<file path="config.mk">
export PLATFORM = sky130hd
export DESIGN_NAME = cdc_measurement_timing_config
export DESIGN_NICKNAME = d
export VERILOG_FILES = /design/src/cdc_timing_pkg.sv /design/src/cdc_measurement_timing_config.sv
export VERILOG_INCLUDE_DIRS = /design/src /design/src/src
export SDC_FILE = /design/constraint.sdc
export NUM_CORES = 1
export LEC_CHECK = 0
export BUFFER_PORTS_ARGS = -buffer_cell sky130_fd_sc_hd__buf_2
export CORE_UTILIZATION = 35
export DETAILED_ROUTE_END_ITERATION = 16
export PLACE_DENSITY = 0.48
export SETUP_SLACK_MARGIN = 0.2
export SLEW_MARGIN = 20
export SYNTH_ARGS = -nofsm -noshare
export SYNTH_HDL_FRONTEND = slang
export SYNTH_SLANG_ARGS = --single-unit
export TNS_END_PERCENT = 10
</file>
<file path="constraint.sdc">
create_clock -name ref_clk -period 6.3 [get_ports ref_clk]
set_clock_uncertainty 0.05 [all_clocks]
set_input_delay 0.945 -clock ref_clk [delete_from_list [all_inputs] [get_ports ref_clk]]
set_output_delay 0.945 -clock ref_clk [all_outputs]
set_load 0.1 [all_outputs]
</file>
<file path="src/cdc_timing_map.svh">
// register offsets, field positions and timing figures of the measurement timing block
// assumes an 8-bit register port addressed by byte
`ifndef CDC_TIMING_MAP_SVH
`define CDC_TIMING_MAP_SVH
`define OFS_CONV_PERIOD_0 8'h09
`define OFS_CONV_PERIOD_1 8'h0A
`define OFS_CONV_PERIOD_2 8'h0B
`define OFS_DISCHARGE_LOW 8'h0C
`define OFS_TRIG_DISCHARGE_HIGH 8'h0D
`define OFS_PRECHARGE_LOW 8'h0E
`define OFS_WARMUP_PRECHARGE_HIGH 8'h0F
`define OFS_FULLCHARGE_LOW 8'h10
`define OFS_REFCAP_FULLCHARGE_HIGH 8'h11
`define OFS_GUARD_CONTROL 8'h12
`define OFS_CLOCK_SELECT 8'h13
`define CLOCK_SOURCE_BIT 0
`define PERIOD_MSB 22
`define PHASE_OFF 10'h3FF
`define START_PIN_MSB 7
`define START_PIN_LSB 6
`define TRIG_MODE_MSB 4
`define TRIG_MODE_LSB 2
`define WARMUP_MSB 5
`define WARMUP_LSB 2
`define REFCAP_MSB 6
`define REFCAP_LSB 2
`define GUARD_PULSED_BIT 7
`define GUARD_EXTERNAL_BIT 6
`define GUARD_EN_MSB 5
`define REG_RESET 8'h00
`define SYNC_INPUTS 6
`define REF_CLK_HZ 25000000
`endif

</file>
<file path="src/cdc_timing_pkg.sv">
// types of the measurement timing block
// assumes cdc_timing_map.svh holds the numbers
package cdc_timing_pkg;
    typedef enum logic [2:0] {
        TRIG_CONTINUOUS = 3'h0,
        TRIG_READ = 3'h1,
        TRIG_TIMER = 3'h2,
        TRIG_TIMER_STRETCHED = 3'h3,
        TRIG_UNDEFINED = 3'h4,
        TRIG_PIN = 3'h5,
        TRIG_COMMAND = 3'h6,
        TRIG_CONTINUOUS_ALT = 3'h7
    } trigger_mode_t;
    typedef enum logic [3:0] {
        PH_IDLE = 4'b0001,
        PH_PRECHARGE = 4'b0010,
        PH_FULLCHARGE = 4'b0100,
        PH_DISCHARGE = 4'b1000
    } phase_t;
    typedef struct packed {
        logic [7:0] addr;
        logic [7:0] wrData;
        logic write;
        logic read;
    } reg_req_t;
    typedef struct packed {
        logic guardAmpSleep;
        logic guardAmpExternal;
        logic [5:0] guardEnable;
        logic [4:0] refCapCode;
    } guard_cfg_t;
endpackage

</file>
<file path="src/cdc_measurement_timing_config.sv">
// measurement cycle sequencer and its configuration registers
// assumes oscillator ticks and gp pins arrive asynchronous, register port on ref_clk
//
// Implementation choice: the address-and-strobe port.
`timescale 1ns/1ps
`include "cdc_timing_map.svh"
module cdc_measurement_timing_config (
    input wire logic ref_clk,
    input wire logic rst,
    input wire cdc_timing_pkg::reg_req_t regReq,
    output logic [7:0] regRdData,
    input wire logic lowFreqOsc,
    input wire logic highFreqOsc,
    input wire logic [3:0] gpPinIn,
    input wire logic resultRead,
    input wire logic commandStart,
    output logic gpPin3Out,
    output logic gpPin3OutEnN,
    output logic prechargeActive,
    output logic fullchargeActive,
    output logic dischargeActive,
    output logic resultValid,
    output logic sequenceDone,
    output cdc_timing_pkg::guard_cfg_t guardCfg
);
    // ********************************************************
    // registers
    // ********************************************************
    logic [22:0] convPeriod_reg;
    logic [9:0] dischargeTime_reg;
    logic [9:0] prechargeTime_reg;
    logic [9:0] fullchargeTime_reg;
    logic [7:0] trigHigh_reg;
    logic [7:0] warmupHigh_reg;
    logic [7:0] refcapHigh_reg;
    logic [7:0] guardCtrl_reg;
    logic cycleSource_reg;
    logic [7:0] rdData_next;

    always_ff @(posedge ref_clk or posedge rst) begin
        if (rst) begin
            convPeriod_reg <= 23'h000000;
            dischargeTime_reg <= 10'h000;
            prechargeTime_reg <= 10'h000;
            fullchargeTime_reg <= 10'h000;
            trigHigh_reg <= `REG_RESET;
            warmupHigh_reg <= `REG_RESET;
            refcapHigh_reg <= `REG_RESET;
            guardCtrl_reg <= `REG_RESET;
            cycleSource_reg <= 1'b0;
        end else if (regReq.write) begin
            case (regReq.addr)
                `OFS_CONV_PERIOD_0: convPeriod_reg[7:0] <= regReq.wrData;
                `OFS_CONV_PERIOD_1: convPeriod_reg[15:8] <= regReq.wrData;
                `OFS_CONV_PERIOD_2: convPeriod_reg[22:16] <= regReq.wrData[6:0];
                `OFS_DISCHARGE_LOW: dischargeTime_reg[7:0] <= regReq.wrData;
                `OFS_TRIG_DISCHARGE_HIGH: begin
                    trigHigh_reg <= regReq.wrData;
                    dischargeTime_reg[9:8] <= regReq.wrData[1:0];
                end
                `OFS_PRECHARGE_LOW: prechargeTime_reg[7:0] <= regReq.wrData;
                `OFS_WARMUP_PRECHARGE_HIGH: begin
                    warmupHigh_reg <= regReq.wrData;
                    prechargeTime_reg[9:8] <= regReq.wrData[1:0];
                end
                `OFS_FULLCHARGE_LOW: fullchargeTime_reg[7:0] <= regReq.wrData;
                `OFS_REFCAP_FULLCHARGE_HIGH: begin
                    refcapHigh_reg <= regReq.wrData;
                    fullchargeTime_reg[9:8] <= regReq.wrData[1:0];
                end
                `OFS_GUARD_CONTROL: guardCtrl_reg <= regReq.wrData;
                `OFS_CLOCK_SELECT: cycleSource_reg <= regReq.wrData[`CLOCK_SOURCE_BIT];
                default: begin
                end
            endcase
        end
    end

    cdc_timing_pkg::trigger_mode_t trigMode;
    logic [1:0] startPinSel;
    logic [3:0] warmupCount;
    assign trigMode = cdc_timing_pkg::trigger_mode_t'(trigHigh_reg[`TRIG_MODE_MSB:`TRIG_MODE_LSB]);
    assign startPinSel = trigHigh_reg[`START_PIN_MSB:`START_PIN_LSB];
    assign warmupCount = warmupHigh_reg[`WARMUP_MSB:`WARMUP_LSB];

    always_comb begin
        rdData_next = 8'h00;
        case (regReq.addr)
            `OFS_CONV_PERIOD_0: rdData_next = convPeriod_reg[7:0];
            `OFS_CONV_PERIOD_1: rdData_next = convPeriod_reg[15:8];
            `OFS_CONV_PERIOD_2: rdData_next = {1'b0, convPeriod_reg[22:16]};
            `OFS_DISCHARGE_LOW: rdData_next = dischargeTime_reg[7:0];
            `OFS_TRIG_DISCHARGE_HIGH: rdData_next = {trigHigh_reg[7:2], dischargeTime_reg[9:8]};
            `OFS_PRECHARGE_LOW: rdData_next = prechargeTime_reg[7:0];
            `OFS_WARMUP_PRECHARGE_HIGH: rdData_next = {warmupHigh_reg[7:2], prechargeTime_reg[9:8]};
            `OFS_FULLCHARGE_LOW: rdData_next = fullchargeTime_reg[7:0];
            `OFS_REFCAP_FULLCHARGE_HIGH: rdData_next = {refcapHigh_reg[7:2], fullchargeTime_reg[9:8]};
            `OFS_GUARD_CONTROL: rdData_next = guardCtrl_reg;
            `OFS_CLOCK_SELECT: rdData_next = {7'h00, cycleSource_reg};
            default: rdData_next = 8'h00;
        endcase
    end

    always_ff @(posedge ref_clk or posedge rst) begin
        if (rst) begin
            regRdData <= 8'h00;
        end else if (regReq.read) begin
            regRdData <= rdData_next;
        end else begin
            regRdData <= 8'h00;
        end
    end

    // ********************************************************
    // input synchronisers: three flops, change taken when 2nd and 3rd agree
    // ********************************************************
    logic [`SYNC_INPUTS-1:0] rawIn;
    logic [`SYNC_INPUTS-1:0] syncRise;
    assign rawIn = {gpPinIn, highFreqOsc, lowFreqOsc};

    genvar gi;
    generate
        for (gi = 0; gi < `SYNC_INPUTS; gi = gi + 1) begin : g_sync
            logic s1_reg;
            logic s2_reg;
            logic s3_reg;
            logic lvl_reg;
            always_ff @(posedge ref_clk or posedge rst) begin
                if (rst) begin
                    s1_reg <= 1'b0;
                    s2_reg <= 1'b0;
                    s3_reg <= 1'b0;
                    lvl_reg <= 1'b0;
                end else begin
                    s1_reg <= rawIn[gi];
                    s2_reg <= s1_reg;
                    s3_reg <= s2_reg;
                    if (s2_reg == s3_reg) begin
                        lvl_reg <= s3_reg;
                    end
                end
            end
            assign syncRise[gi] = (s2_reg == s3_reg) && s3_reg && !lvl_reg;
        end
    endgenerate

    logic lfTick;
    logic cycleTick;
    assign lfTick = syncRise[0];
    assign cycleTick = cycleSource_reg ? syncRise[1] : syncRise[0];

    // ********************************************************
    // trigger sources
    // ********************************************************
    logic [23:0] timerCnt_reg;
    logic timerFire;
    logic pinFire;
    logic trigEvent;
    logic trigPending_reg;
    logic startMeas;

    // a period of 2*field low-oscillator ticks; field 0 fires every tick
    assign timerFire = lfTick && (timerCnt_reg == 24'h000000);

    always_ff @(posedge ref_clk or posedge rst) begin
        if (rst) begin
            timerCnt_reg <= 24'h000000;
        end else if (lfTick) begin
            if (timerCnt_reg == 24'h000000) begin
                timerCnt_reg <= (convPeriod_reg == 23'h000000) ? 24'h000000
                    : ({convPeriod_reg, 1'b0} - 24'h000001);
            end else begin
                timerCnt_reg <= timerCnt_reg - 24'h000001;
            end
        end
    end

    assign pinFire = syncRise[2 + startPinSel];

    always_comb begin
        case (trigMode)
            cdc_timing_pkg::TRIG_READ: trigEvent = resultRead;
            cdc_timing_pkg::TRIG_TIMER: trigEvent = timerFire;
            cdc_timing_pkg::TRIG_TIMER_STRETCHED: trigEvent = timerFire;
            cdc_timing_pkg::TRIG_PIN: trigEvent = pinFire;
            cdc_timing_pkg::TRIG_COMMAND: trigEvent = commandStart;
            default: trigEvent = 1'b0;
        endcase
    end

    // ********************************************************
    // phase sequencer
    // ********************************************************
    cdc_timing_pkg::phase_t phase_reg;
    logic [10:0] phaseCnt_reg;
    logic [3:0] measIdx_reg;
    logic inSequence_reg;
    logic [10:0] preLen;
    logic [10:0] fullLen;
    logic [10:0] disLen;
    logic preOn;
    logic disOn;
    logic continuous;
    logic phaseEnd;
    logic measEnd;
    logic lastMeas;

    assign continuous = (trigMode == cdc_timing_pkg::TRIG_CONTINUOUS)
        || (trigMode == cdc_timing_pkg::TRIG_CONTINUOUS_ALT);
    assign preOn = (prechargeTime_reg != `PHASE_OFF);
    assign disOn = (dischargeTime_reg != `PHASE_OFF) && (cycleSource_reg
        ? (dischargeTime_reg != 10'h000) : 1'b1);
    assign preLen = {1'b0, prechargeTime_reg}
        + ((cycleSource_reg && (fullchargeTime_reg == `PHASE_OFF)) ? 11'h002 : 11'h001);
    assign fullLen = {1'b0, fullchargeTime_reg} + (cycleSource_reg ? 11'h002 : 11'h001);
    assign disLen = {1'b0, dischargeTime_reg} + (cycleSource_reg ? 11'h000 : 11'h001);
    assign phaseEnd = cycleTick && (phaseCnt_reg == 11'h001);
    assign lastMeas = (measIdx_reg == warmupCount);
    assign measEnd = phaseEnd && (phase_reg == cdc_timing_pkg::PH_DISCHARGE)
        || phaseEnd && (phase_reg == cdc_timing_pkg::PH_FULLCHARGE) && !disOn;
    // a further measurement of a running stretched or continuous sequence needs no trigger
    assign startMeas = (phase_reg == cdc_timing_pkg::PH_IDLE)
        && (trigPending_reg || continuous || inSequence_reg);

    // a trigger in the cycle that consumes the previous one is kept
    always_ff @(posedge ref_clk or posedge rst) begin
        if (rst) begin
            trigPending_reg <= 1'b0;
        end else if (trigEvent) begin
            trigPending_reg <= 1'b1;
        end else if (startMeas && !inSequence_reg) begin
            trigPending_reg <= 1'b0;
        end
    end

    always_ff @(posedge ref_clk or posedge rst) begin
        if (rst) begin
            phase_reg <= cdc_timing_pkg::PH_IDLE;
            phaseCnt_reg <= 11'h000;
        end else begin
            case (phase_reg)
                cdc_timing_pkg::PH_IDLE: begin
                    if (startMeas) begin
                        phase_reg <= preOn ? cdc_timing_pkg::PH_PRECHARGE
                            : cdc_timing_pkg::PH_FULLCHARGE;
                        phaseCnt_reg <= preOn ? preLen : fullLen;
                    end
                end
                cdc_timing_pkg::PH_PRECHARGE: begin
                    if (phaseEnd) begin
                        phase_reg <= cdc_timing_pkg::PH_FULLCHARGE;
                        phaseCnt_reg <= fullLen;
                    end else if (cycleTick) begin
                        phaseCnt_reg <= phaseCnt_reg - 11'h001;
                    end
                end
                cdc_timing_pkg::PH_FULLCHARGE: begin
                    if (phaseEnd) begin
                        phase_reg <= disOn ? cdc_timing_pkg::PH_DISCHARGE
                            : cdc_timing_pkg::PH_IDLE;
                        phaseCnt_reg <= disOn ? disLen : 11'h000;
                    end else if (cycleTick) begin
                        phaseCnt_reg <= phaseCnt_reg - 11'h001;
                    end
                end
                cdc_timing_pkg::PH_DISCHARGE: begin
                    if (phaseEnd) begin
                        phase_reg <= cdc_timing_pkg::PH_IDLE;
                        phaseCnt_reg <= 11'h000;
                    end else if (cycleTick) begin
                        phaseCnt_reg <= phaseCnt_reg - 11'h001;
                    end
                end
                default: begin
                    phase_reg <= cdc_timing_pkg::PH_IDLE;
                    phaseCnt_reg <= 11'h000;
                end
            endcase
        end
    end

    // warm-up measurements come first and give no result
    always_ff @(posedge ref_clk or posedge rst) begin
        if (rst) begin
            measIdx_reg <= 4'h0;
            inSequence_reg <= 1'b0;
            resultValid <= 1'b0;
            sequenceDone <= 1'b0;
        end else begin
            resultValid <= measEnd && lastMeas;
            sequenceDone <= measEnd && lastMeas;
            if (measEnd) begin
                measIdx_reg <= lastMeas ? 4'h0 : measIdx_reg + 4'h1;
                inSequence_reg <= !lastMeas
                    && (trigMode == cdc_timing_pkg::TRIG_TIMER_STRETCHED);
            end
        end
    end

    assign prechargeActive = phase_reg[1];
    assign fullchargeActive = phase_reg[2];
    assign dischargeActive = phase_reg[3];

    // ********************************************************
    // guard and reference outputs
    // ********************************************************
    always_ff @(posedge ref_clk or posedge rst) begin
        if (rst) begin
            guardCfg <= '0;
            gpPin3Out <= 1'b0;
            gpPin3OutEnN <= 1'b1;
        end else begin
            guardCfg.guardAmpSleep <= guardCtrl_reg[`GUARD_PULSED_BIT]
                && (phase_reg == cdc_timing_pkg::PH_IDLE) && !startMeas;
            guardCfg.guardAmpExternal <= guardCtrl_reg[`GUARD_EXTERNAL_BIT];
            guardCfg.guardEnable <= guardCtrl_reg[`GUARD_EN_MSB:0];
            guardCfg.refCapCode <= refcapHigh_reg[`REFCAP_MSB:`REFCAP_LSB];
            gpPin3OutEnN <= !guardCtrl_reg[`GUARD_EXTERNAL_BIT];
            gpPin3Out <= guardCtrl_reg[`GUARD_EXTERNAL_BIT]
                && (phase_reg != cdc_timing_pkg::PH_IDLE);
        end
    end
endmodule // cdc_measurement_timing_config

</file>
==> metrics.txt <==
Power, Total=0.00313 W; die height=166 um; Largest register FFs=24; clk_lat worst skew=440 ps; min Tclk post-route=3130 ps; Max-Cap Viols=0; Starting Density=0.359; RSZ-0062 raised after global routing=false; initial antenna violation count=0; CTS resizes=0; Antenna Violating Nets Remaining=0; die area=27600 um2; Iter 0 DRT Violations=535; design area=10600 um2; Mapped Nets=964; post-route DRC violation count=2; n_diodes=0; clk buf depth=2; Mapped Cells=916; Tightest Pin Transition=1080 ps; EDFF count, synth=0; Required @ worst endpoint=6570 ps; #FFs+latches synth=173; placed inst area=9980 um2; Startpoint Class=flip-flop; WS Path Type=reg2reg; DR WL/cell=20.9 um; Fmax=0.319 GHz; H-Tree Depth=4; mean post-synth cell area=10.3 um2; Mapped Area=9420 um2; commonest non-fill, non-tap cells in the layout=dfrtp_1, mux2_2, nand2_1; crit path max-delay cell type=nor4_1; Pleak=4.65 nW; FF-to-FF setup slack=3170 ps; status=finished with violations; layout cells sized above 1=0.219; Die Width=166 um; grt total ovfl=0; class of the worst hold path=reg2reg; async set or reset register ratio after synthesis=1.00; # fillers=2591; CTS tree=yes; PortBufs=55; Max Slew Vio Count=0; Setup-failing EPs final=0; global-route wire length before repair=42300 um; Final #Nets=993; Storage cell area=4330 um2; Buf+Inv Stages, Crit Path=0; Crit path largest cell delay=850 ps; Final Routed Wirelength=27100 um; Synth Flop Type=dfrtp_1; vias=7338; Hold-fix buffers, CTS=0; Seq/Total Area, Yosys=0.460; Final period util=0.497; Reg clk slew, reported paths=90 ps; Worst VDD drop=0.000178 V; Power Dens Cells=295 nW/um2; endpoints failing hold=0; CTS Root Cell=clkbuf_16; Layout area overhead=12.5%; synth unique cells=75; DRT Pass-1 Iters=12; core area=26200 um2; CP Capture Type=flip-flop; Setup Fix Bufs, Post-CTS=0; CP Cell Sequence=nor4_1 -> and3_1 -> and4_1 -> or3_4 -> nor2_1 -> a221o_1; Final GP Congestion=0.900; clk sinks=173; CP arrival=3400 ps; CP top delay family=simple AND/OR/NAND/NOR gates; vias in the first global route=7055; pin count of the biggest net entering global routing=69; half-perimeter wire length after placement=19400 um; failing checks=design-rule violations; Slew headroom=0.275; GRT Util Overall=0.200; Cell Rows=59; DR vias/cell=5.68; IO Count=56; commonest non-fill, non-tap cell in the layout=dfrtp_1; worst-path fanout max=12; total CTS buffers=17; footprint of the multi-input gates=4810 um2; Yosys Warn Count=0; setup_tns=0 ps
cells in the mapped netlist, types with 5 or more instances:
master      n  area share
a211oi_1    8      0.0064
a21o_1      7      0.0056
a21oi_1    37       0.020
a221oi_1    5      0.0046
a222oi_1    7      0.0074
a22oi_1    10      0.0080
and3_1     13      0.0086
buf_1       8      0.0032
buf_2       5      0.0027
clkbuf_1   39       0.016
dfrtp_1   171        0.45
ha_1       18       0.024
inv_1      19      0.0076
mux2_2     88        0.11
mux2i_1    10       0.011
mux4_2      6       0.014
nand2_1    71       0.028
nand2b_1    6      0.0040
nand3_1    34       0.018
nand3b_1    8      0.0064
nand4_1    14      0.0093
nor2_1     60       0.024
nor2b_1     7      0.0046
nor3_1     30       0.016
nor4_1     17       0.011
nor4b_1     5      0.0046
o21ai_0    55       0.029
o21ai_1     6      0.0032
o221ai_1    5      0.0046
o22ai_1     5      0.0033
or3_1      10      0.0066
or4_1       5      0.0040
xnor2_1    23       0.021
xor2_1     23       0.021
stage by stage:
step	hold WS (ps)	util	setup slack, ps	cells
5_1_grt	311	0.404	2890	1293
2_1_floorplan	281	-	620	916
4_1_cts	308	0.404	3170	1293
6_report	305	0.404	3170	1293
3_5_place_dp	287	0.381	2730	1261
3_3_place_gp	284	0.381	2750	1261
where the power goes:
part | internal (W) | switching, W | leakage (nW)
clock network | 0.000543 | 0.000539 | 0.297
registers | 0.00120 | 0.000122 | 2.29
logic | 0.000249 | 0.000471 | 2.07
total | 0.00200 | 0.00113 | 4.65
worst reg2reg max path, cell delays in order, from the launching register on:
cell and delay, ps:
dfrtp_1 450, nor4_1 860, and3_1 430, and4_1 580
or3_4 330, nor2_1 80, a221o_1 260
cells by family (layout without fill, tap and decap cells):
| logic type | count (synthesis) | in the layout | synth area share |
|---|---|---|---|
| AO/OA/AOI/OAI | 189 | 189 | 0.132 |
| AND/OR/NAND/NOR | 311 | 311 | 0.176 |
| adder cells (fa/ha/maj) | 20 | 20 | 0.0282 |
| XOR/XNOR | 46 | 46 | 0.0428 |
| flip-flops | 173 | 173 | 0.460 |
| multiplexers | 104 | 104 | 0.130 |
| buffers and inverters | 73 | 115 | 0.0310 |
final timing paths:
| check | start | endpoint | cells past startpoint |
|---|---|---|---|
| max | convPeriod_reg[2] | timerCnt_reg[16] | 6 |
| min | g_sync[3].s1_reg | g_sync[3].s2_reg | 0 |
| max reg2reg | convPeriod_reg[2] | timerCnt_reg[16] | 6 |
| min reg2reg | g_sync[3].s1_reg | g_sync[3].s2_reg | 0 |
| max in group asynchronous | rst | g_sync[0].s2_reg | 3 |
| min in group asynchronous | rst | g_sync[4].s2_reg | 2 |
layout make-up:
| type | count | share of cell area |
|---|---|---|
| inverter | 19 | 0.00720 |
| sequential | 173 | 0.409 |
| tap | 335 | 0.0396 |
| clock buffer | 17 | 0.0402 |
| clock inverter | 15 | 0.0176 |
| multi-input combinational | 670 | 0.454 |
| timing repair buffer | 64 | 0.0324 |
routing by layer:
layer | GRT usage | share of wire | vias to the layer above
li1 | - | - | 3455
met1 | 0.274 | 0.46 | 3690
met2 | 0.328 | 0.49 | 162
met3 | 0.0293 | 0.036 | 31
met4 | 0.0610 | 0.017 | 0
met5 | 0 | 0 | -
No activity file was read; power rests on OpenSTA's default activity.
